$ cat src/common/dcsf_pkg.sv
// Shared constants and types of the dual channel converter frame control
package dcsf_pkg;

	// ********************************************************
	// Widths
	// ********************************************************
	localparam int RESULT_W = 10;
	localparam int CTRL_W = 8;
	localparam int CNT_W = 5;

	// ********************************************************
	// Edge counts within one conversion
	// ********************************************************
	localparam logic [CNT_W-1:0] CONV_EDGES = 5'h10;
	localparam logic [CNT_W-1:0] TRACK_EDGES = 5'h03;
	localparam logic [CNT_W-1:0] HOLD_EDGE = 5'h04;
	localparam logic [CNT_W-1:0] LAST_BIT_EDGE = 5'h0d;
	localparam logic [CNT_W-1:0] CTRL_EDGES = 5'h08;
	localparam logic [CNT_W-1:0] FIRST_EDGE = 5'h01;
	localparam logic [CNT_W-1:0] CNT_RESET = 5'h00;

	// ********************************************************
	// Control word fields
	// ********************************************************
	localparam int CHAN_ADDR_LOW_POS = 3;
	localparam int CHAN_ADDR_MID_POS = 4;
	localparam int CHAN_ADDR_TOP_POS = 5;
	localparam logic [CTRL_W-1:0] CTRL_RESET = 8'h00;
	localparam logic CHAN_RESET = 1'b0;

	// ********************************************************
	// Conversion phases
	// ********************************************************
	typedef enum logic [3:0] {
		PH_IDLE = 4'b0001,
		PH_TRACK = 4'b0010,
		PH_HOLD = 4'b0100,
		PH_NAP = 4'b1000
	} dcsf_phase_t;

endpackage

$ cat src/dcsf_frame_ctrl.sv
// Serial frame and conversion sequencing of the dual channel converter
// How it works
// - Conversion start to start is 16 clocks
// - Track during first three serial clocks
// - Hold then shift result MSB first, fall four
// - Select frames transfer; output released while high
// - Power down while deselected and between conversions
// - Retrack after N*16 falls, hold at N*16+4
// - Clock gated off; select fall acts as falling
// - Clock resting high: track at first real fall
// - Capture control word on first eight rises
// - Only bit three, the low address bit, matters
// - Low address bit picks input two
// - No warm up; first sample is input one
// - Result is ten bit straight binary
// - Nap from 16th fall to next first
`timescale 1ns/1ps
`default_nettype none

module dcsf_frame_ctrl (
	input wire logic clock, // System clock, 25 MHz
	input wire logic rst_n, // Async reset, active low
	input wire logic clk_en, // Freezes all state when low
	input wire logic sclk, // Serial clock pin
	input wire logic cs_n, // Chip select pin, active low
	input wire logic din, // Serial data input pin
	input wire logic [dcsf_pkg::RESULT_W-1:0] conv_result, // Core result
	output logic dout, // Serial data output level
	output logic dout_oe_n, // Output enable, low drives pin
	output logic sample_switch, // Capacitor to input channel
	output logic comparator_balance_switch, // Comparator balanced
	output logic power_down, // Converter powered down
	output logic select_input_two, // Channel mux, 0 input one
	output logic hold_start // Pulse at start of hold
);
	import dcsf_pkg::*;

	// ********************************************************
	// State
	// ********************************************************
	typedef struct packed {
		dcsf_phase_t phase;
		logic iclk_prev;
		logic [CNT_W-1:0] fall_cnt;
		logic [CNT_W-1:0] rise_cnt;
		logic [CTRL_W-1:0] ctrl;
		logic chan_next;
		logic chan_cur;
		logic [RESULT_W-1:0] res;
		logic dout;
		logic dout_oe_n;
		logic pdown;
		logic track;
		logic hold_start;
	} dcsf_state_t;

	localparam dcsf_state_t ST_RESET = '{
		phase: PH_IDLE,
		iclk_prev: 1'b1,
		fall_cnt: CNT_RESET,
		rise_cnt: CNT_RESET,
		ctrl: CTRL_RESET,
		chan_next: CHAN_RESET,
		chan_cur: CHAN_RESET,
		res: '0,
		dout: 1'b0,
		dout_oe_n: 1'b1,
		pdown: 1'b1,
		track: 1'b0,
		hold_start: 1'b0
	};

	dcsf_state_t st;
	dcsf_state_t next_st;
	logic [2:0] pins_sync;
	logic sclk_s;
	logic cs_n_s;
	logic din_s;
	logic iclk;
	logic fall_ev;
	logic rise_ev;

	// ********************************************************
	// Pin synchronisers
	// ********************************************************
	// Select rests high in reset, so no false frame after release
	dcsf_sync #(
		.W(3),
		.RST_VAL(3'h2)
	) u_sync (
		.clock(clock),
		.rst_n(rst_n),
		.clk_en(clk_en),
		.async_in({sclk, cs_n, din}),
		.sync_out(pins_sync)
	);

	assign sclk_s = pins_sync[2];
	assign cs_n_s = pins_sync[1];
	assign din_s = pins_sync[0];

	// Internal clock held high while deselected
	assign iclk = sclk_s | cs_n_s;
	// Edges only count inside a frame
	assign fall_ev = st.iclk_prev & ~iclk & ~cs_n_s;
	assign rise_ev = ~st.iclk_prev & iclk & ~cs_n_s;

	// ********************************************************
	// Sequencer
	// ********************************************************
	always_comb begin
		next_st = st;
		next_st.hold_start = 1'b0;
		next_st.iclk_prev = iclk;
		if (cs_n_s) begin
			// Deselected: release output, power down
			next_st.phase = PH_IDLE;
			next_st.fall_cnt = CNT_RESET;
			next_st.rise_cnt = CNT_RESET;
			next_st.dout = 1'b0;
			next_st.dout_oe_n = 1'b1;
			next_st.pdown = 1'b1;
			next_st.track = 1'b0;
		end else begin
			next_st.dout_oe_n = 1'b0;
			if (fall_ev) begin
				if (st.phase == PH_IDLE || st.fall_cnt == CONV_EDGES) begin
					// New conversion, word of last one applies
					next_st.phase = PH_TRACK;
					next_st.fall_cnt = FIRST_EDGE;
					next_st.rise_cnt = CNT_RESET;
					next_st.chan_cur = st.chan_next;
					next_st.dout = 1'b0;
					next_st.pdown = 1'b0;
					next_st.track = 1'b1;
				end else begin
					next_st.fall_cnt = st.fall_cnt + FIRST_EDGE;
					if (next_st.fall_cnt == HOLD_EDGE) begin
						// Hold and present the MSB
						next_st.phase = PH_HOLD;
						next_st.track = 1'b0;
						next_st.hold_start = 1'b1;
						next_st.res = conv_result;
						next_st.dout = conv_result[RESULT_W-1];
					end else if (next_st.fall_cnt > HOLD_EDGE &&
					             next_st.fall_cnt <= LAST_BIT_EDGE) begin
						// Shift out on falling edges
						next_st.res = {st.res[RESULT_W-2:0], 1'b0};
						next_st.dout = st.res[RESULT_W-2];
					end else if (next_st.fall_cnt == CONV_EDGES) begin
						// Nap until next first fall
						next_st.phase = PH_NAP;
						next_st.pdown = 1'b1;
						next_st.dout = 1'b0;
					end else begin
						next_st.dout = 1'b0;
					end
				end
			end
			if (rise_ev) begin
				if (st.rise_cnt < CTRL_EDGES) begin
					// Control word taken on rising edges
					next_st.ctrl = {st.ctrl[CTRL_W-2:0], din_s};
					if (st.rise_cnt == CTRL_EDGES - FIRST_EDGE) begin
						// Only the low address bit decides
						next_st.chan_next = next_st.ctrl[CHAN_ADDR_LOW_POS];
					end
				end
				if (st.rise_cnt < CONV_EDGES) begin
					next_st.rise_cnt = st.rise_cnt + FIRST_EDGE;
				end
			end
		end
	end

	// State register, input one after reset
	always_ff @(posedge clock or negedge rst_n) begin
		if (!rst_n) begin
			st <= ST_RESET;
		end else if (clk_en) begin
			st <= next_st;
		end
	end

	// Outputs straight from state flops
	assign dout = st.dout;
	assign dout_oe_n = st.dout_oe_n;
	assign sample_switch = st.track;
	assign comparator_balance_switch = st.track;
	assign power_down = st.pdown;
	assign select_input_two = st.chan_cur;
	assign hold_start = st.hold_start;
endmodule
`default_nettype wire

$ cat src/dcsf_sync.sv
// Two flip-flop synchroniser for the serial pins
`timescale 1ns/1ps
`default_nettype none

module dcsf_sync #(
	parameter int W = 3,
	parameter logic [W-1:0] RST_VAL = '0
) (
	input wire logic clock, // System clock
	input wire logic rst_n, // Async reset, active low
	input wire logic clk_en, // Freezes state when low
	input wire logic [W-1:0] async_in, // Pin levels
	output logic [W-1:0] sync_out // Synchronised levels
);

	typedef struct packed {
		logic [W-1:0] first;
		logic [W-1:0] second;
	} dcsf_sync_t;

	dcsf_sync_t st;
	dcsf_sync_t next_st;

	// ********************************************************
	// Two stages, first read only by second
	// ********************************************************
	always_comb begin
		next_st = st;
		next_st.first = async_in;
		next_st.second = st.first;
	end

	// State register, both stages rest at the pins' idle levels
	always_ff @(posedge clock or negedge rst_n) begin
		if (!rst_n) begin
			st <= '{first: RST_VAL, second: RST_VAL};
		end else if (clk_en) begin
			st <= next_st;
		end
	end

	assign sync_out = st.second;

endmodule
`default_nettype wire
$ cat config.mk
export PLATFORM = sky130hd
export DESIGN_NAME = dcsf_frame_ctrl
export DESIGN_NICKNAME = d
export VERILOG_FILES = /design/src/common/dcsf_pkg.sv /design/src/dcsf_frame_ctrl.sv /design/src/dcsf_sync.sv
export SDC_FILE = /design/constraint.sdc
export NUM_CORES = 1
export LEC_CHECK = 0
export ABC_AREA = 1
export BUFFER_PORTS_ARGS = -buffer_cell sky130_fd_sc_hd__clkbuf_2
export CAP_MARGIN = 20
export CORE_MARGIN = 3
export CORE_UTILIZATION = 50
export DETAILED_ROUTE_END_ITERATION = 10
export PLACE_DENSITY = 0.66
export SYNTH_ARGS = -nofsm -noshare
export SYNTH_HDL_FRONTEND = slang
export SYNTH_SLANG_ARGS = --single-unit
export TNS_END_PERCENT = 30
$ cat constraint.sdc
create_clock -name clock -period 2.6 [get_ports clock]
set_clock_uncertainty 0.15 [all_clocks]
set_input_delay 0.13 -clock clock [delete_from_list [all_inputs] [get_ports clock]]
set_output_delay 0.13 -clock clock [all_outputs]
set_load 0.005 [all_outputs]
### Word-level counts from Yosys, hierarchy flattened

Cells that the tools add are included.

* memories: 0
* bits in latches: 0
* word-level logic and storage cells: 81
* bits of input ports: 16
* bits in read-only memories: 0
* flip-flop bits (word level): 46
* output and inout port bits: 7
* bits in writable memories: 0

* div/mod/pow operators: 0
* equal/unequal tests: 8
* shift operators: 0
* reductions and logical operators: 15
* muxes and demuxes: 28
* magnitude comparators: 4
* add/subtract/negate cells: 2
* multiply operators: 0
* bitwise gates (word level): 9

Operator list (count)
* $mux 10: 3
* $mux 4: 7
* $mux 5: 3
* $reduce_and 5->1: 3
* $mux 14: 1
* $reduce_and 4->1: 3
* $mux 11: 1
* $add 5x1->5 const B: 2
* $eq 5x3->1 const B: 2
* $eq 5x5->1 const B: 2
* $mux 1: 9
* $mux 9: 1
* $ne 3x2->1 const B: 2
* $reduce_bool 3->1: 2
* $gt 5x3->1 const B: 1
* $le 5x4->1 const B: 1
* $lt 5x4->1 const B: 1
* $lt 5x5->1 const B: 1
* $and 1x1->1: 4
* $eq 4x1->1 const B: 1
* $mux 2: 2
* $ne 4x3->1 const B: 1
* $not 1->1: 4
* $reduce_bool 2->1: 2
* 7 further kinds: 7

### Depth between registers and ports, before layout

* word-level depth: 8
* mapped depth: 12

### By module

Synthesis repeated with hierarchy kept, for this count alone.

* cells, all modules: 264
* area total of the unflattened synthesis: 2105.8 um2

Modules (own cells, without submodules)
* dcsf_frame_ctrl: instances 1, cells each 239, area each 1881.8 um2
* dcsf_sync: instances 1, cells each 25, area each 224.0 um2

### Worst setup path before layout

No wires, ideal clock.

* path type: reg2reg
* from: reg st[30] in the netlist's numbering
* to: reg st[10] in the netlist's numbering
* clock period less this slack: 1795 ps
* data required time: 2334 ps
* buffers on the path: 0
* slack: 805 ps
* arrival: 1528 ps
* stages on the path, launching flop included: 13
* cell sequence: dfrtp_1 > inv_1 > ha_1 > inv_1 > nand2_1 > nand2_1 > nor2_1 > a21oi_1 > nand2_2 > nand2_4 > nand2_4 > nand2_1 > nand2_1

* word-level cells in the longest chain between the ends: 5
* elaborated cells between the ends (all ways): 11
* classes of those cells: add/sub: 1; order compare: 2; eq/ne: 2; mux: 1; bitwise: 1; reduce/logical: 4

RTL lines
* from (decl): RTL line dcsf_frame_ctrl.sv:73 `dcsf_state_t st;`
* from (signal assigned): RTL line dcsf_frame_ctrl.sv:181 `st <= next_st;`
* $add 5x1->5: RTL line dcsf_frame_ctrl.sv:137 `next_st.fall_cnt = st.fall_cnt + FIRST_EDGE;`
* $gt 5x3->1 or $le 5x4->1 (tied branches): RTL line dcsf_frame_ctrl.sv:145, dcsf_frame_ctrl.sv:146
* $logic_and 1x1->1: RTL line dcsf_frame_ctrl.sv:145 `end else if (next_st.fall_cnt > HOLD_EDGE &&`
* $reduce_bool 2->1 (no line)
* $reduce_and 5->1 (no line)

Parallel ways exist; a longest one is shown, timed or not.
A chain may end at the register's enable or synchronous reset.

### Worst setup path in the final report

* from: reg st[30] in the netlist's numbering
* to: reg st[11] in the netlist's numbering

The elaborated chain is that of the path after synthesis.

==> results by group <==
Status
  • Run status: complete, no violations

Critical path
  • Critical Path Max Stage Delay: 0.46 ns
  • Crit end category: flip-flop
  • Setup CP Type: reg -> reg
  • CP Launch Type: flip-flop
  • CP startpoint: st[30]
  • Reg2Reg Depth: 12
  • Reg-to-reg slack, setup: 0.57 ns
  • Top cell by count, worst path: nand2_1
  • Slowest CP cell: dfrtp_1
  • Worst Path Required: approximately 2.6 ns
  • Worst path bufs/invs: 2
  • Maximum fanout along the worst path: 9
  • Worst path top cell family by delay: simple AND/OR/NAND/NOR gates
  • Crit path arrival time: a little over 2 ns
  • Worst reg2reg startpoint: st[30]
  • R2R Path End: st[11]
  • Crit-path cells: inv_1 -> ha_1 -> inv_1 -> nand2_1 -> nand2_1 -> nor2_1 -> a21oi_1 -> nand2_2 -> nand2_4 -> nand2_4 -> nand2_1 -> nand2_1

Timing
  • F_max: around 500 MHz
  • Max-slew headroom: 34.1%
  • Setup ws final: 0.572 ns
  • RSZ-0062 raised after global routing: no
  • Slew @ Worst Pin: a little under 1 ns
  • Hold Fails Final Rpt: 0
  • Setup violators final: 0
  • Tcrit/Tclk final: about four fifths
  • WHS: 0.0211 ns
  • Min Clock Period, post-route: 2.03 ns
  • Max Transition Viols Final: 0
  • Setup_tns: 0 ns

Place
  • Dpl cells: 312
  • GPL Wtd Cong: 0.831
  • DP Wirelength: 2880 um
  • Placement Setup Slack: 0.584 ns
  • Port-buffer cells: 22
  • Placed cell areas: 2170 um2

Synthesis
  • Netlist Area Pre-Place: 2040 um2
  • Flops & latches, synth: 40
  • Syn. warnings: 0
  • Syn nets: 267
  • Synth async-reset ratio: 100%
  • Post-synth top flop: dfrtp_1
  • Post-synthesis sequential area ratio: 49.5%
  • Yosys cell types: 31
  • Average size of a mapped cell: 8.25 um2
  • Post-synth EDFFs: 0
  • Syn Inst Count: 247

Flow run
  • Max-cap violation count: 0

Power
  • P per Cell Area: 730 nW/um2
  • Lkg Pwr: 1.24 nW
  • Peak supply drop: 0.457 mV

Layout
  • Fillcell total: between 300 and 400
  • ANT cells: 0
  • Post-Layout Cell Count: between 300 and 400
  • Footprint of the multi-input gates: 897 um2
  • Syn-to-layout area delta: 13.3%
  • Register area: 1010 um2
  • Post-layout net count: 297
  • Final std cell area, no fill: 2310 um2
  • Ratio of cells with drive above 1 in the final layout: 18.1%

GRT
  • Pin count of the biggest net entering global routing: 41
  • Grt ovf: 0
  • Initial antenna violation count: 0
  • First-pass GRT wire length: 6820 um
  • GRT Total Usage: 17.4%
  • Vias in the first global route: 1535

Floorplan
  • Die width: between 60 and 70 um
  • Row Count: 22
  • Starting Density: 53.7%
  • Die height: 69.8 um
  • Die area: between 4000 and 5000 um2
  • Area of the core: approximately 3800 um2
  • Io pins: 23

Clocking
  • Clk Latency, worst-skew pair: 0.29 ns
  • H-tree Lvls: 2
  • Num CTS Buffers: 5
  • CTS Buffer Depth: 2
  • CTS tree: yes
  • Post-CTS Hold Buffers: 6
  • Cts repair resizes: 0
  • CTS Sinks: 40
  • Root Driver: clkbuf_8
  • Total setup buffers inserted after CTS: 0
  • Reg clk slew, reported paths: 0.07 ns

Min path
  • Worst Hold End: u_sync.next_st[1]
  • Hold path depth: 3
  • Min-delay src: clk_en
  • Worst Hold Class: in -> reg

Detailed routing
  • Initial DRC Count: 108
  • DRC: 0
  • Vias per cell: 5.16
  • Total Routed Length: 4000 um
  • Routed Antenna Nets: 0
  • Vias: 1678
  • Post-DR wirelength/cell: 12.3 um
  • Pre-antenna DRT Iters: 4
[cell families after synthesis]
family | after synthesis | share of synthesized area (%)
and+or+nand+nor | 145 | 33.0
buffers and inverters | 30 | 6.51
adders and majority gates | 4 | 2.46
muxes | 2 | 1.10
AOI/OAI and AO/OA | 26 | 7.43
DFF | 40 | 49.5
[cells in the mapped netlist, types with 2 or more instances]
master / number / area (um2)
nand2_1: 87 / 327
dfrtp_1: 34 / 851
nand3_1: 29 / 145
inv_1: 23 / 86.3
o21ai_0: 11 / 55.1
nor2_1: 9 / 33.8
dfstp_2: 6 / 158
nand4_1: 6 / 37.5
a21oi_1: 4 / 20.0
ha_1: 4 / 50.1
nand2_2: 4 / 25.0
o22ai_1: 4 / 25.0
nand2_4: 3 / 33.8
a21boi_0: 2 / 15.0
buf_6: 2 / 22.5
clkbuf_1: 2 / 7.51
mux2_2: 2 / 22.5
nor2_4: 2 / 22.5
[registers in the layout (all words and copies together), names as in the netlist]
register                   count
power_down                     1
select_input_two               1
dout                           1
u_sync.sync_out                3
comparator_balance_switch      1
st                            28
dout_oe_n                      1
hold_start                     1
u_sync.next_st                 3
[worst max path at each step]
| stage | to | slack, ns | cells past startpoint |
|---|---|---|---|
| 2_1_floorplan | st[10] | 0.81 | 12 |
| 3_3_place_gp | st[9] | 0.61 | 12 |
| 3_5_place_dp | st[11] | 0.58 | 12 |
| 4_1_cts | st[12] | 0.58 | 12 |
| 5_1_grt | st[6] | 0.38 | 12 |
| 6_report | st[11] | 0.57 | 12 |
[cell usage in the layout, fill, tap and decap left out, types with 2 or more instances in the layout]
| cell | netlist | final |
|---|---|---|
| a21boi_0 | 2 | 2 |
| a21oi_1 | 4 | 4 |
| clkbuf_2 | 0 | 22 |
| clkbuf_8 | 0 | 5 |
| clkinv_2 | 1 | 2 |
| dfrtp_1 | 34 | 34 |
| dfstp_2 | 6 | 6 |
| dlygate4sd3_1 | 0 | 6 |
| ha_1 | 4 | 4 |
| inv_1 | 23 | 23 |
| mux2_2 | 2 | 2 |
| nand2_1 | 87 | 87 |
| nand2_2 | 4 | 4 |
| nand2_4 | 3 | 3 |
| nand3_1 | 29 | 29 |
| nand4_1 | 6 | 6 |
| nor2_1 | 9 | 9 |
| nor2_4 | 2 | 2 |
| o21ai_0 | 11 | 11 |
| o22ai_1 | 4 | 4 |
[routing by layer]
metal | up-vias | global-route usage, % | routed length, um | part of all wire [%]
li1 | 857 | - | - | -
met1 | 781 | 23.4 | 1970 | 49
met2 | 35 | 26.3 | 1810 | 45
met3 | 5 | 5.07 | 176 | 4.4
met4 | 0 | 7.02 | 42 | 1.0
met5 | - | 0 | 0 | 0
[worst min-delay path, cell delays in order]
cell and delay, ns:
clkbuf_2 0.18, nand2_1 0.09, nand2_1 0.05
[layout make-up]
| class | instances | share of cell area [%] |
|---|---|---|
| Sequential cell | 40 | 43.7 |
| Tap cell | 48 | 2.60 |
| Multi-Input combinational cell | 177 | 38.9 |
| Clock buffer | 6 | 3.14 |
| Inverter | 25 | 4.12 |
| Timing Repair Buffer | 28 | 7.37 |
| Clock inverter | 1 | 0.217 |
[report_power, final]
part | switching [mW] | total (mW) | internal [mW]
registers | 0.0884 | 0.847 | 0.759
logic | 0.281 | 0.459 | 0.178
clock network | 0.196 | 0.378 | 0.182
total | 0.565 | 1.68 | 1.12
[per-stage QoR]
stage | power, mW | utilization, %
6_report | 1.68 | 60.8
5_1_grt | 1.81 | 60.8
4_1_cts | 1.70 | 60.8
3_5_place_dp | 1.31 | 57.1
3_3_place_gp | 1.30 | 57.1
2_1_floorplan | 1.19 | -
Note: power is estimated with default switching activity, not from simulation.
